## src/common/bit_pkg.sv

```systemverilog
// Constants for the basic interval timer: register map, field layout, reset values.
// Contract
// RULE_01: Counter built 16 or 32 bits wide.
// RULE_02: Counter clocked from core clock via prescaler.
// RULE_03: Prescale bits in control register set resolution.
// RULE_04: System reset returns everything to defaults.
// RULE_05: Soft reset bit produces internal full reset.
// RULE_06: Effective reset is system OR soft reset.
// RULE_07: Limit sets status; interrupt when enabled.
// RULE_08: Low-power request accepted only when inactive.
// RULE_09: Sleep-capable when disabled, stopped or halted.
// RULE_10: Active while start set, unless sleep-capable.
// RULE_11: Counter counts up or down.
// RULE_12: One-shot stops at limit, level event.
// RULE_13: Continuous reloads preload, single-cycle pulse event.
// RULE_14: Control register reloads, halts or starts counter.
// RULE_15: Hardware updates count; firmware may write it.
// RULE_16: Count reads come from buffered consistent copy.
// RULE_17: Upper count bits read zero in narrow instance.
// RULE_18: Five registers at offsets 00h to 10h.
// RULE_19: No external pins; internal host port only.
// RULE_20: Restart loads preload; preload is counter width.
// RULE_21: One count enable per setting plus one clocks.
// RULE_22: Interrupt enable bit gates status onto interrupt.
// RULE_23: Limit is all-ones up, zero down.
package bit_pkg;
  localparam logic [4:0]  BIT_OFS_COUNT     = 5'h00;
  localparam logic [4:0]  BIT_OFS_PRELOAD   = 5'h04;
  localparam logic [4:0]  BIT_OFS_STATUS    = 5'h08;
  localparam logic [4:0]  BIT_OFS_IRQ_EN    = 5'h0c;
  localparam logic [4:0]  BIT_OFS_SETTINGS  = 5'h10;
  localparam int          BIT_CTL_ENABLE    = 0;
  localparam int          BIT_CTL_COUNT_UP  = 2;
  localparam int          BIT_CTL_AUTO      = 3;
  localparam int          BIT_CTL_SOFT_RST  = 4;
  localparam int          BIT_CTL_START     = 5;
  localparam int          BIT_CTL_RELOAD    = 6;
  localparam int          BIT_CTL_HALT      = 7;
  localparam int          BIT_CTL_PSC_LSB   = 16;
  localparam int          BIT_PSC_W         = 16;
  localparam int          BIT_STAT_EVENT    = 0;
  localparam int          BIT_IRQ_EN_EVENT  = 0;
  localparam logic [31:0] BIT_COUNT_RST     = 32'h0000_0000;
  localparam logic [31:0] BIT_PRELOAD_RST   = 32'h0000_0000;
  localparam logic [31:0] BIT_SETTINGS_RST  = 32'h0000_0000;
  localparam logic [15:0] BIT_PSC_RST       = 16'h0000;
endpackage

```

## src/rtl/bit_prescaler.sv

```systemverilog
// Clock-enable divider: one tick every (div + 1) clocks.
`timescale 1ns/1ps
module bit_prescaler (
  input  wire logic        sys_clk,
  input  wire logic        rst,
  input  wire logic        run,
  input  wire logic [15:0] div,
  output logic             tick
);
  logic [15:0] cnt;
  wire         wrap = (cnt >= div);

  // Restarts from zero whenever stopped, so the first tick is a full period away
  always_ff @(posedge sys_clk) begin
    if (rst || !run) begin
      cnt  <= 16'h0000;
      tick <= 1'b0;
    end else begin
      cnt  <= wrap ? 16'h0000 : cnt + 16'h0001; // see RULE_21
      tick <= wrap;
    end
  end
endmodule

```

## src/rtl/bit_timer.sv

```systemverilog
// Basic interval timer: host registers, counter, events and low-power handshake.
`timescale 1ns/1ps
module bit_timer #(
  parameter int CNT_W = 32 // see RULE_01
) (
  input  wire logic        sys_clk,
  input  wire logic        rst_n,
  input  wire logic        host_sel,
  input  wire logic        host_wr,
  input  wire logic [4:0]  host_addr,
  input  wire logic [3:0]  host_be,
  input  wire logic [31:0] host_wdata,
  output logic [31:0]      host_rdata,
  output logic             host_rvalid,
  input  wire logic        lp_req,
  output logic             lp_ack,
  output logic             sleep_capable,
  output logic             irq_out
);
  logic             soft_rst;
  logic [CNT_W-1:0] count;
  logic [CNT_W-1:0] preload;
  logic [31:0]      count_shadow;
  logic             status;
  logic             irq_en;
  logic             enable;
  logic             count_up;
  logic             auto_rs;
  logic             start;
  logic             halt;
  logic [15:0]      psc;
  logic             tick;

  localparam logic [CNT_W-1:0] LIM_UP   = '1;
  localparam logic [CNT_W-1:0] LIM_DOWN = '0;

  // Soft reset lasts exactly one clock: it clears its own flop
  wire timer_rst = !rst_n || soft_rst; // see RULE_04 see RULE_06

  // Host port decode; internal port only, no pins leave the block
  wire        wr_en     = host_sel && host_wr; // see RULE_19
  wire        rd_en     = host_sel && !host_wr;
  wire        hit_count = (host_addr == bit_pkg::BIT_OFS_COUNT); // see RULE_18
  wire        hit_pre   = (host_addr == bit_pkg::BIT_OFS_PRELOAD);
  wire        hit_stat  = (host_addr == bit_pkg::BIT_OFS_STATUS);
  wire        hit_ien   = (host_addr == bit_pkg::BIT_OFS_IRQ_EN);
  wire        hit_ctl   = (host_addr == bit_pkg::BIT_OFS_SETTINGS);
  wire [31:0] bmask     = {{8{host_be[3]}}, {8{host_be[2]}}, {8{host_be[1]}}, {8{host_be[0]}}};

  wire [31:0] cnt32     = 32'(count);
  wire [31:0] pre32     = 32'(preload);
  wire [31:0] cnt_merge = (cnt32 & ~bmask) | (host_wdata & bmask);
  wire [31:0] pre_merge = (pre32 & ~bmask) | (host_wdata & bmask);

  wire        cnt_wr    = wr_en && hit_count;
  wire        ctl_lo_wr = wr_en && hit_ctl && host_be[0];
  wire        ctl_hi_wr = wr_en && hit_ctl && host_be[2] && host_be[3];
  wire        soft_wr   = ctl_lo_wr && host_wdata[bit_pkg::BIT_CTL_SOFT_RST];
  wire        reload_wr = ctl_lo_wr && host_wdata[bit_pkg::BIT_CTL_RELOAD];
  wire        stat_clr  = wr_en && hit_stat && host_be[0] &&
                          host_wdata[bit_pkg::BIT_STAT_EVENT];

  // Counting engine
  wire             running  = enable && start && !halt;
  wire             step_en  = running && tick;
  wire [CNT_W-1:0] limit    = count_up ? LIM_UP : LIM_DOWN; // see RULE_23
  wire [CNT_W-1:0] stepped  = count_up ? count + CNT_W'(1) : count - CNT_W'(1); // see RULE_11
  wire             hit_lim  = step_en && (stepped == limit);
  wire             sleep_ok = !enable || !start || halt; // see RULE_09

  wire [31:0] ctl_rd = {psc, 8'h00, halt, 1'b0, start, 1'b0, auto_rs, count_up, 1'b0, enable};

  wire [31:0] read_val =
      hit_count ? (host_be[0] ? cnt32 : count_shadow) :
      hit_pre   ? pre32 :
      hit_stat  ? {31'h0, status} :
      hit_ien   ? {31'h0, irq_en} :
      hit_ctl   ? ctl_rd : 32'h0000_0000;

  bit_prescaler u_prescaler (
    .sys_clk (sys_clk),
    .rst     (timer_rst),
    .run     (running),
    .div     (psc),
    .tick    (tick)
  ); // see RULE_02

  always_ff @(posedge sys_clk) begin
    if (!rst_n) begin
      soft_rst <= 1'b0;
    end else begin
      soft_rst <= !soft_rst && soft_wr; // see RULE_05
    end
  end

  // Firmware write wins over hardware; writing while running is undefined by design
  always_ff @(posedge sys_clk) begin
    if (timer_rst) begin
      count <= CNT_W'(bit_pkg::BIT_COUNT_RST);
    end else if (cnt_wr) begin
      count <= CNT_W'(cnt_merge); // see RULE_15 see RULE_17
    end else if (reload_wr) begin
      count <= preload; // see RULE_14
    end else if (step_en) begin
      count <= (hit_lim && auto_rs) ? preload : stepped; // see RULE_13 see RULE_20
    end
  end

  always_ff @(posedge sys_clk) begin
    if (timer_rst) begin
      preload <= CNT_W'(bit_pkg::BIT_PRELOAD_RST);
    end else if (wr_en && hit_pre) begin
      preload <= CNT_W'(pre_merge); // see RULE_20
    end
  end

  // Byte-lane 0 read freezes the count for the remaining byte reads
  always_ff @(posedge sys_clk) begin
    if (timer_rst) begin
      count_shadow <= 32'h0000_0000;
    end else if (rd_en && hit_count && host_be[0]) begin
      count_shadow <= cnt32; // see RULE_16
    end
  end

  always_ff @(posedge sys_clk) begin
    if (timer_rst) begin
      enable   <= bit_pkg::BIT_SETTINGS_RST[bit_pkg::BIT_CTL_ENABLE];
      count_up <= bit_pkg::BIT_SETTINGS_RST[bit_pkg::BIT_CTL_COUNT_UP];
      auto_rs  <= bit_pkg::BIT_SETTINGS_RST[bit_pkg::BIT_CTL_AUTO];
      halt     <= bit_pkg::BIT_SETTINGS_RST[bit_pkg::BIT_CTL_HALT];
    end else if (ctl_lo_wr) begin
      enable   <= host_wdata[bit_pkg::BIT_CTL_ENABLE];
      count_up <= host_wdata[bit_pkg::BIT_CTL_COUNT_UP]; // see RULE_11
      auto_rs  <= host_wdata[bit_pkg::BIT_CTL_AUTO];
      halt     <= host_wdata[bit_pkg::BIT_CTL_HALT]; // see RULE_14
    end
  end

  // One-shot stop clears start; a firmware write in the same clock wins
  always_ff @(posedge sys_clk) begin
    if (timer_rst) begin
      start <= bit_pkg::BIT_SETTINGS_RST[bit_pkg::BIT_CTL_START];
    end else if (ctl_lo_wr) begin
      start <= host_wdata[bit_pkg::BIT_CTL_START]; // see RULE_14
    end else if (hit_lim && !auto_rs) begin
      start <= 1'b0; // see RULE_12
    end
  end

  // Divider restarts on stop, so a new setting takes effect cleanly after a halt
  always_ff @(posedge sys_clk) begin
    if (timer_rst) begin
      psc <= bit_pkg::BIT_PSC_RST;
    end else if (ctl_hi_wr) begin
      psc <= host_wdata[bit_pkg::BIT_CTL_PSC_LSB +: bit_pkg::BIT_PSC_W]; // see RULE_03
    end
  end

  // Level in one-shot, one-clock pulse in continuous; a new event beats a clear
  always_ff @(posedge sys_clk) begin
    if (timer_rst) begin
      status <= 1'b0;
    end else if (hit_lim) begin
      status <= 1'b1; // see RULE_07
    end else if (auto_rs || stat_clr) begin
      status <= 1'b0; // see RULE_12 see RULE_13
    end
  end

  always_ff @(posedge sys_clk) begin
    if (timer_rst) begin
      irq_en <= 1'b0;
    end else if (wr_en && hit_ien && host_be[0]) begin
      irq_en <= host_wdata[bit_pkg::BIT_IRQ_EN_EVENT];
    end
  end

  always_ff @(posedge sys_clk) begin
    if (timer_rst) begin
      irq_out <= 1'b0;
    end else begin
      irq_out <= status && irq_en; // see RULE_07 see RULE_22
    end
  end

  always_ff @(posedge sys_clk) begin
    if (timer_rst) begin
      host_rdata  <= 32'h0000_0000;
      host_rvalid <= 1'b0;
    end else begin
      host_rdata  <= rd_en ? read_val : 32'h0000_0000; // see RULE_17
      host_rvalid <= rd_en;
    end
  end

  always_ff @(posedge sys_clk) begin
    if (timer_rst) begin
      sleep_capable <= 1'b1;
      lp_ack        <= 1'b0;
    end else begin
      sleep_capable <= sleep_ok; // see RULE_09 see RULE_10
      lp_ack        <= lp_req && sleep_ok; // see RULE_08
    end
  end

  // Checker-only record of what the host saw on its last lane-0 count read
  logic        chk_lane0;
  logic        chk_lane1;
  logic [31:0] chk_first;

  always_ff @(posedge sys_clk) begin
    if (timer_rst) begin
      chk_lane0 <= 1'b0;
      chk_lane1 <= 1'b0;
      chk_first <= 32'h0000_0000;
    end else begin
      chk_lane0 <= rd_en && hit_count && host_be[0];
      chk_lane1 <= rd_en && hit_count && !host_be[0];
      if (chk_lane0) begin
        chk_first <= host_rdata;
      end
    end
  end
endmodule

```

## config.mk

```make
export PLATFORM = sky130hd
export DESIGN_NAME = bit_timer
export DESIGN_NICKNAME = d
export VERILOG_FILES = /design/src/common/bit_pkg.sv /design/src/rtl/bit_prescaler.sv /design/src/rtl/bit_timer.sv
export SDC_FILE = /design/constraint.sdc
export NUM_CORES = 1
export LEC_CHECK = 0
export BUFFER_PORTS_ARGS = -buffer_cell sky130_fd_sc_hd__buf_2
export CORE_ASPECT_RATIO = 1.5
export CORE_MARGIN = 2
export CORE_UTILIZATION = 55
export CTS_CLUSTER_DIAMETER = 150
export DETAILED_ROUTE_END_ITERATION = 16
export HOLD_SLACK_MARGIN = 0.06
export PLACE_DENSITY = 0.85
export REMOVE_ABC_BUFFERS = 1
export SETUP_SLACK_MARGIN = 0.5
export SLEW_MARGIN = 20
export SYNTH_ARGS = -nofsm -noshare
export SYNTH_HDL_FRONTEND = slang
export SYNTH_SLANG_ARGS = --single-unit
```

## constraint.sdc

```tcl
create_clock -name sys_clk -period 10.2 [get_ports sys_clk]
set_clock_uncertainty 0.15 [all_clocks]
set_input_delay 1.02 -clock sys_clk [delete_from_list [all_inputs] [get_ports sys_clk]]
set_output_delay 1.02 -clock sys_clk [all_outputs]
set_load 0.05 [all_outputs]
```

## After elaboration in Yosys (flattened, before gate mapping)

Cells that the tools add are included.

| word-level totals | value |
|---|---|
| register bits after elaboration | 173 |
| input port bits | 46 |
| output and inout bits | 36 |
| word-level logic and storage cells | 96 |

| operators by class | value |
|---|---|
| $add $sub $neg | 3 |
| $lt $le $gt $ge | 1 |
| eq/ne operators | 5 |
| muxes and demuxes | 16 |
| bitwise gates (word level) | 7 |
| reduce and logical (&&, ||, !) cells | 45 |

Operators with widths:

| kind | count |
|---|---|
| two-way mux 32 bit | 12 |
| AND 32 bit | 3 |
| bitwise OR 32 bit | 2 |
| adder 32 x 1 -> 32 bit, second input constant | 1 |
| == test 32 bit | 1 |
| NOT 32 bit | 1 |
| subtractor 32 x 1 -> 32 bit, second input constant | 1 |
| logical AND 1 bit | 26 |
| adder 16 x 1 -> 16 bit, second input constant | 1 |
| >= comparator 16 bit | 1 |
| == test 5 x 4 -> 1 bit, second input constant | 2 |
| logical NOT 1 bit | 8 |
| == test 5 x 3 -> 1 bit, second input constant | 1 |
| == test 5 bit, second input constant | 1 |
| logical NOT 5 bit | 1 |
| logical OR 1 bit | 5 |
| two-way mux 1 bit | 4 |
| nonzero test 2 bit | 2 |
| OR reduction 2 bit | 2 |
| nonzero test 3 bit | 1 |
| NOT 1 bit | 1 |

## Depth between registers and ports, before layout

Gate-level depths: netlist of run 1.

| depth | value |
|---|---|
| depth after elaboration | 9 |
| gate-level depth with buffers | 17 |
| depth with buffers taken out | 13 |

## Cells and area by module

A second synthesis of run 1 with hierarchy kept.

| unflattened totals | value |
|---|---|
| cells, all modules | 1310 |
| area total of the unflattened synthesis | 10293.6 sq um |

Modules (own cells, without submodules):

| module | instances | cells an instance | area an instance (sq um) |
|---|---|---|---|
| bit_timer | 1 | 1179 | 9170.0 |
| bit_prescaler | 1 | 131 | 1123.6 |

## Worst setup path before layout of run 1

Ideal clock, no wire load.

| timing | value |
|---|---|
| kind | register to register |
| start | register count_up |
| end | register (tool-made name) |
| setup time | 74 ps |
| arrival | 4679 ps |
| data required time | 9976 ps |
| path slack | 5297 ps |
| stages on the path, launching flop included | 18 |
| buffers on the path | 4 |
| clock period less this slack | 4903 ps |
| cells stage by stage | dfxtp_1 -> clkbuf_8 -> inv_1 -> ha_1 -> buf_6 -> a21oi_4 -> nor2_1 -> or4_4 -> o2111a_1 -> a211oi_2 -> o2111ai_1 -> nor4_2 -> mux2i_2 -> or4b_1 -> buf_6 -> buf_8 -> or3b_1 -> a31oi_1 |

RTL lines:

| item | RTL line | RTL |
|---|---|---|
| start: declaration | bit_timer.sv:27 | `logic count_up;` |
| start signal: assignment | bit_timer.sv:129 | `count_up <= bit_pkg::BIT_SETTINGS_RST[bit_pkg::BIT_CTL_COUNT_UP];` |
| start signal: assignment | bit_timer.sv:134 | `count_up <= host_wdata[bit_pkg::BIT_CTL_COUNT_UP];` |

==> impl_metrics.env, run 1 <==
export IMPL_highest_layer="met4"
export IMPL_cts_resized=0
export IMPL_r2r_cells=14
export IMPL_fin_nets=1450
export IMPL_synthCells=1319
export IMPL_critPathBufInv=2
export IMPL_fmax_mhz=169.3
export IMPL_p_clk_frac=0.379
export IMPL_antenna_found_initial=0
export IMPL_finalHoldViolCount=0
export IMPL_drtPass1Iterations=6
export IMPL_cts_tree="done"
export IMPL_die_x_um=117.9
export IMPL_worstReg2RegStart="count_up$_SDFFE_PP0P_"
export IMPL_peakVddDrop_uv=142.1
export IMPL_ant_nets=0
export IMPL_synth_edff_count=0
export IMPL_coreArea_sq_um=19080
export IMPL_timing_hold_ws_ps=301.2
export IMPL_post_cts_buffers=0
export IMPL_avgSynthCellArea_sq_um=8.111
export IMPL_post_dp_hpwl_mm=24.00
export IMPL_ys_ff_latch=173
export IMPL_clk_pin_slew_ps=70
export IMPL_crit_path_max_incr_delay_ps=890
export IMPL_instances_no_fill=1624
export IMPL_root_buffer="clkbuf_16"
export IMPL_drive_gt1_frac=0.1279
export IMPL_power_switching_mw=0.5319
export IMPL_vias=10430
export IMPL_dieArea_sq_um=20610
export IMPL_crit_type="reg -> reg"
export IMPL_cp_start_kind="register"
export IMPL_cts_hold_buf=0
export IMPL_drt_wirelength_per_cell_um=20.31
export IMPL_tns_ps=0
export IMPL_yosysTopAreaCell="dfxtp_1"
export IMPL_ios=82
export IMPL_fill_cells=1703
export IMPL_crit_path_end_kind="register"
export IMPL_ys_async_sr_fraction=0
export IMPL_portBuffers=81
export IMPL_finalWirelength_mm=32.99
export IMPL_critPathRequiredTime_ps=10430
export IMPL_synth_area_sq_um=10700
export IMPL_sequentialPowerShare=0.390
export IMPL_drcViolationCount=0
export IMPL_n_antenna_cell=0
export IMPL_synth_warnings=0
export IMPL_finalSetupViolations=0
export IMPL_dr_wl_met2_mm=16.97
export IMPL_fp_row_count=62
export IMPL_synth_distinct_cells=88
export IMPL_cap_violations=0
export IMPL_critPathTopFamily="simple AND/OR/NAND/NOR gates"
export IMPL_grt_first_pass_wirelength_mm=51.45
export IMPL_worst_pin_slew_ps=879.8
export IMPL_slew_headroom=0.4113
export IMPL_internal_power_mw=1.235
export IMPL_wl_met3_mm=2.125
export IMPL_finalCriticalPeriod_ps=5906
export IMPL_dieHeight_um=174.8
export IMPL_ys_seq_area_frac=0.3237
export IMPL_hp_start="count_shadow[11]$_SDFFE_PP0P_"
export IMPL_pwr_share_comb=0.231
export IMPL_vias_per_cell=6.422
export IMPL_hold_path_end="count_shadow[11]$_SDFFE_PP0P_"
export IMPL_insertion_delay_ps=450
export IMPL_synth_flop_cell="dfxtp_1"
export IMPL_grt_start_max_net_pins=77
export IMPL_crit_slowest_cell="or4b_1"
export IMPL_globalRouteOverflowTotal=0
export IMPL_drt_initial_drc_count=1031
export IMPL_synth_area_leaders="dfxtp_1, mux2i_1, nand2_1"
export IMPL_cp_data_arrival_time_ps=6140
export IMPL_drv_slew=0
export IMPL_areaGrowthSynthToFinish_pct=9.379
export IMPL_cp_cell_sequence="inv_2 > ha_1 > nand4_1 > nor3_1 > nand2_1 > a2111oi_2 > o21ai_1 > a2111o_1 > nor4_1 > nor2_1 > or4b_1 > buf_4 > mux2_1 > a21oi_1"
export IMPL_numCtsBuffers=17
export IMPL_status="completed"
export IMPL_rsz0062_at_grt="false"
export IMPL_hold_class="reg -> reg"
export IMPL_dp_cells=1593
export IMPL_place_congestion=0.9844
export IMPL_start_util=0.5606
export IMPL_htreeDepth=4
export IMPL_power_density_nw_per_um2=151.0
export IMPL_grt_usage=0.3128
export IMPL_drt_met1_wl_mm=12.42
export IMPL_p_leak_nw=5.144
export IMPL_cts_sinks=173
export IMPL_hold_path_cell_count=2
export IMPL_switching_share=0.3010
export IMPL_path_max_fanout=31
export IMPL_grt_pass1_vias=10060
export IMPL_fin_crit_sh=0.5790
export IMPL_r2r_slack_ps=4290
export IMPL_cts_path_max_buffers=2
export IMPL_synth_top_area_share=0.3237
## worst reg2reg max path, cell delays in order (launching register included)
cell	delay (ps)
dfxtp_1	640
inv_2	410
ha_1	630
nand4_1	310
nor3_1	290
nand2_1	100
a2111oi_2	590
o21ai_1	150
a2111o_1	380
nor4_1	290
nor2_1	120
or4b_1	890
buf_4	380
mux2_1	350
a21oi_1	150
## cell usage after synthesis, drive strengths merged (3+ instances only)
cell type  number
dfxtp         173
clkbuf         57
o21ai          82
nor3b           3
mux2i          80
a32oi           4
a221o           3
a21o           19
or3             6
nand2b          6
nand4          17
mux2           28
nor4           13
o22ai           6
nand3          31
nand2         176
xnor2          15
o211ai          7
a31oi          21
o221ai          4
nand3b          4
xor2           21
a211oi          3
inv            54
and2           17
a22oi          13
ha             47
nor2b           6
and4           12
and3           14
a2111oi         5
o31ai           3
a221oi         31
o21a            4
nor2          124
a211o          11
nor3           12
a21oi         133
buf            20
o211a           3
## layout make-up
cell class              instances  area (sq um)  share of cell area
clock buffers                  21         450.4             0.03849
clock inverters                10         141.4             0.01208
inverters                      54         202.7             0.01732
multi-input cells            1014          6606              0.5645
flip-flops and latches        173          3463              0.2959
well taps                     256         320.3             0.02737
repair buffers                 96         518.0             0.04426
## metrics by stage
step	util	cell area, sq um	setup slack [ps]	power [mW]
global placement	0.5822	11110	4162	1.101
global route	0.6132	11700	4010	1.825
detailed placement	0.5822	11110	4014	1.099
CTS	0.6132	11700	4002	1.760
floorplan	-	10260	4581	0.9871
finish	0.6132	11700	4294	1.767
## worst max path at each step
stage,startpoint,end,slack (ps),cells after the start
final,count_up$_SDFFE_PP0P_,register,4290,14
after floorplan,host_addr[1],register,4580,9
after detailed placement,count_up$_SDFFE_PP0P_,register,4010,14
after CTS,count_up$_SDFFE_PP0P_,register,4000,14
after global routing,count_up$_SDFFE_PP0P_,register,4010,14
after global placement,count_up$_SDFFE_PP0P_,register,4160,14
## layout by cell type (no fill, tap or decap), drive strengths merged, types with 14 or more instances in the layout
cell type | Yosys | routed
dfxtp | 173 | 173
mux2 | 28 | 28
xor2 | 21 | 21
a221oi | 31 | 31
a21oi | 133 | 133
nand3 | 31 | 31
ha | 47 | 47
nor2 | 124 | 124
xnor2 | 15 | 15
a31oi | 21 | 21
nand4 | 17 | 17
mux2i | 80 | 80
inv | 54 | 54
nand2 | 176 | 176
o21ai | 82 | 82
and2 | 17 | 17
clkbuf | 57 | 21
a21o | 19 | 19
and3 | 14 | 14
buf | 20 | 96
## metal layers
layer / GRT usage / vias to the layer above
li1: - / 4836
met3: 0.06136 / 117
met1: 0.3465 / 5002
met4: 0.1637 / 0
met2: 0.5630 / 474
met5: 0 / -
## cell families (layout without fill, tap and decap cells)
family | count (synthesis) | count (layout) | synth area share
flip-flops | 173 | 173 | 0.3237
XOR/XNOR | 36 | 36 | 0.02947
multiplexers | 108 | 108 | 0.1078
adder cells (fa/ha/maj) | 48 | 48 | 0.05684
AND/OR/NAND/NOR | 453 | 453 | 0.1973
buffers and inverters | 132 | 181 | 0.06034
AO/OA/AOI/OAI | 369 | 369 | 0.2245
## power groups by stage
| stage | Clock, mW | Combinational [mW] | Sequential, mW |
|---|---|---|---|
| floorplan | 0 | 0.285 | 0.703 |
| global placement | 0 | 0.398 | 0.703 |
| detailed placement | 0 | 0.395 | 0.704 |
| CTS | 0.672 | 0.399 | 0.688 |
| global route | 0.698 | 0.438 | 0.689 |
| finish | 0.671 | 0.408 | 0.689 |
No activity file was read; power rests on OpenSTA's default activity.
==> inputs of run 2 (changes only) <==
--- a/config.mk
+++ b/config.mk
@@ -5,6 +5,7 @@
 export SDC_FILE = /design/constraint.sdc
 export NUM_CORES = 1
 export LEC_CHECK = 0
+export ABC_AREA = 1
 export BUFFER_PORTS_ARGS = -buffer_cell sky130_fd_sc_hd__buf_2
 export CORE_ASPECT_RATIO = 1.5
 export CORE_MARGIN = 2
==> constraint.sdc (replaced) <==
create_clock -name sys_clk -period 6.05 [get_ports sys_clk]
set_clock_uncertainty 0.15 [all_clocks]
set_input_delay 0.605 -clock sys_clk [delete_from_list [all_inputs] [get_ports sys_clk]]
set_output_delay 0.605 -clock sys_clk [all_outputs]
set_load 0.05 [all_outputs]
==> run 2 against run 1 <==
Compared with the run above: die area increased by 0.90%; total power increased by 43%; worst hold slack got worse by 52 ps; clock power increased by 56%; combinational power decreased by 18%; area after synthesis increased by 0.92%; first-iteration DRC count decreased by 6.6%; via count increased by 9.0%; sequential power increased by 67%; maximum frequency increased by 19%; design area increased by 1.7%; clock-buffer cell count decreased by 2; largest cell class unchanged.
==> impl_metrics.env, run 2 <==
export IMPL_slew_headroom=0.3250
export IMPL_grt_pass1_vias=10700
export IMPL_cp_cell_sequence="clkinvlp_4 > ha_1 > nand2_1 > nor2_2 > nand2_1 > inv_1 > nand2_1 > nand2_1 > nand2_1 > nand2_1 > nand2_1 > nor2_1 > nand2_1 > nand2_1 > nand2_1 > a21oi_4 > nand3_4 > nand2_4 > nand2_1 > nand3_1 > a21oi_1"
export IMPL_switching_share=0.2897
export IMPL_synth_warnings=0
export IMPL_hold_path_cell_count=3
export IMPL_hold_path_end="lp_ack$_SDFF_PP0_"
export IMPL_synth_area_sq_um=10800
export IMPL_drt_wirelength_per_cell_um=16.12
export IMPL_timing_hold_ws_ps=248.7
export IMPL_status="completed"
export IMPL_cp_data_arrival_time_ps=5130
export IMPL_die_x_um=118.4
export IMPL_crit_type="reg -> reg"
export IMPL_pwr_share_comb=0.132
export IMPL_finalHoldViolCount=0
export IMPL_numCtsBuffers=17
export IMPL_r2r_cells=21
export IMPL_synth_common_cells="nand2_1, inv_1, dfxtp_1"
export IMPL_p_clk_frac=0.414
export IMPL_critPathRequiredTime_ps=6230
export IMPL_p_total_mw=2.527
export IMPL_ys_ff_latch=173
export IMPL_crit_path_max_incr_delay_ps=660
export IMPL_power_switching_mw=0.7321
export IMPL_ys_seq_area_frac=0.3207
export IMPL_dpl_instance_area_sq_um=11350
export IMPL_drv_slew=0
export IMPL_synthAdderAreaFrac=0.05632
export IMPL_ys_async_sr_fraction=0
export IMPL_drive_gt1_frac=0.09730
export IMPL_synth_simple_area_share=0.3075
export IMPL_crit_slowest_cell="ha_1"
export IMPL_crit_top_cell="nand2_1"
export IMPL_dp_cells=2002
export IMPL_path_max_fanout=33
export IMPL_final_setup_worst_slack_ps=1100
export IMPL_dieArea_sq_um=20790
export IMPL_final_cell_mix="nand2_1, inv_1, dfxtp_1"
export IMPL_power_density_nw_per_um2=212.4
export IMPL_drcViolationCount=0
export IMPL_tns_ps=0
export IMPL_fmax_mhz=202.0
export IMPL_synth_edff_count=0
export IMPL_synth_top_family_by_area="simple AND/OR/NAND/NOR gates"
export IMPL_finalWirelength_mm=32.79
export IMPL_vias_per_cell=5.587
export IMPL_p_leak_nw=5.889
export IMPL_ant_nets=0
export IMPL_avgSynthCellArea_sq_um=6.303
export IMPL_place_congestion=0.9559
export IMPL_internal_power_mw=1.795
export IMPL_crit_path_end_kind="register"
export IMPL_fin_util=0.6184
export IMPL_synth_area_leaders="dfxtp_1, nand2_1, inv_1"
export IMPL_portBuffers=81
export IMPL_yosysTopAreaCell="dfxtp_1"
export IMPL_finalInstanceArea_sq_um=11900
export IMPL_worst_pin_slew_ps=1013
export IMPL_r2r_slack_ps=1100
export IMPL_synth_top_area_share=0.3207
export IMPL_fp_row_count=62
export IMPL_finalCriticalPeriod_ps=4950
export IMPL_cap_violations=0
export IMPL_globalRouteOverflowTotal=0
export IMPL_cp_start_kind="register"
export IMPL_mostFrequentLayoutCell="nand2_1"
export IMPL_insertion_delay_ps=450
export IMPL_cts_tree="done"
export IMPL_drt_initial_drc_count=963
export IMPL_htreeDepth=4
export IMPL_antenna_found_initial=0
export IMPL_n_antenna_cell=0
export IMPL_grt_first_pass_wirelength_mm=52.35
export IMPL_synth_flop_cell="dfxtp_1"
export IMPL_synth_distinct_cells=45
export IMPL_fill_cells=1858
export IMPL_vias=11360
export IMPL_sequentialPowerShare=0.454
export IMPL_clk_pin_slew_ps=70
export IMPL_fin_nets=1859
export IMPL_instances_no_fill=2034
export IMPL_root_buffer="clkbuf_16"
export IMPL_fin_crit_sh=0.8181
export IMPL_dieHeight_um=175.6
export IMPL_ios=82
export IMPL_grt_start_max_net_pins=117
export IMPL_rsz0062_at_grt="false"
export IMPL_dpl_worst_slack_ps=1304
export IMPL_finalSetupViolations=0
export IMPL_coreArea_sq_um=19240
export IMPL_yosysMostFrequentCell="nand2_1"
export IMPL_drtPass1Iterations=8
export IMPL_synth_compound_area_frac=0.1857
export IMPL_start_util=0.5613
export IMPL_grt_usage=0.3144
export IMPL_hp_start="lp_req"
export IMPL_yosys_area_share_xor_xnor=0.01379
export IMPL_synthCells=1713
export IMPL_post_dp_hpwl_mm=24.39
export IMPL_worstReg2RegStart="count_up$_SDFFE_PP0P_"
export IMPL_hold_class="in -> reg"
export IMPL_cts_sinks=173
export IMPL_cts_path_max_buffers=2
export IMPL_areaGrowthSynthToFinish_pct=10.19
export IMPL_synthMuxAreaShare=0
export IMPL_peakVddDrop_uv=199.3
run 2: cell count changes after synthesis, sizes merged, moves of 15 or more:
cell    change
a21oi      +45
a21o       -19
a221oi     -31
nor2       +34
inv       +205
nand2     +286
mux2       -28
mux2i      -80
and2       -15
nand3      +99
o21ai      +58
a31oi      -16
clkbuf     -15
run 2: layer usage:
metal	GRT usage	wire, um	vias up
met5	0	0	-
met4	0.1746	1724	0
met3	0.03961	1736	113
met2	0.5698	16430	433
met1	0.3547	12900	5175
li1	-	-	5642
run 2: cells by family (layout without fill, tap and decap cells):
kind of cell,count (synthesis),in the layout
AND/OR/NAND/NOR,790,790
buffers and inverters,318,383
XOR/XNOR,17,17
flip-flops,173,173
adder cells (fa/ha/maj),48,48
AO/OA/AOI/OAI,367,367
run 2: power by group through the flow:
stage	clock [mW]	sequential, mW	combinational, mW
after global placement	0	1.17	0.325
final	1.05	1.15	0.334
after floorplan	0	1.18	0.220
after detailed placement	0	1.17	0.327
after CTS	1.05	1.15	0.329
after global routing	1.09	1.15	0.371
run 2: how the worst max path moves through the flow:
stage,slack (ps),cells after the start,to,start
after floorplan,840,8,host_rdata[17]$_SDFF_PP0_,rst_n
after global placement,1440,19,register,count_up$_SDFFE_PP0P_
after detailed placement,1300,21,register,count_up$_SDFFE_PP0P_
after CTS,1300,21,register,count_up$_SDFFE_PP0P_
after global routing,810,19,register,count_up$_SDFFE_PP0P_
final,1100,21,register,count_up$_SDFFE_PP0P_
run 2: layout make-up:
type	instances	area [sq um]	share of cell area
clock buffers	19	442.9	0.03723
clock inverters	13	103.9	0.008729
inverters	261	983.4	0.08266
multi-input cells	1222	6111	0.5136
flip-flops and latches	173	3463	0.2911
well taps	256	320.3	0.02692
repair buffers	90	473.0	0.03975
run 2: worst max-delay path, delay by kind of cell (launching register included):
family	cells	cell delay, ps
AND/OR/NAND/NOR	16	2520
buffers and inverters	2	700
AO/OA/AOI/OAI	2	240
adder cells (fa/ha/maj)	1	660
flip-flops	1	530
run 2: timing repair:
action,in CTS,in global routing
setup endpoints to repair,0,23
hold buffers,0,0
gates resized for setup,0,1
setup buffers,0,0
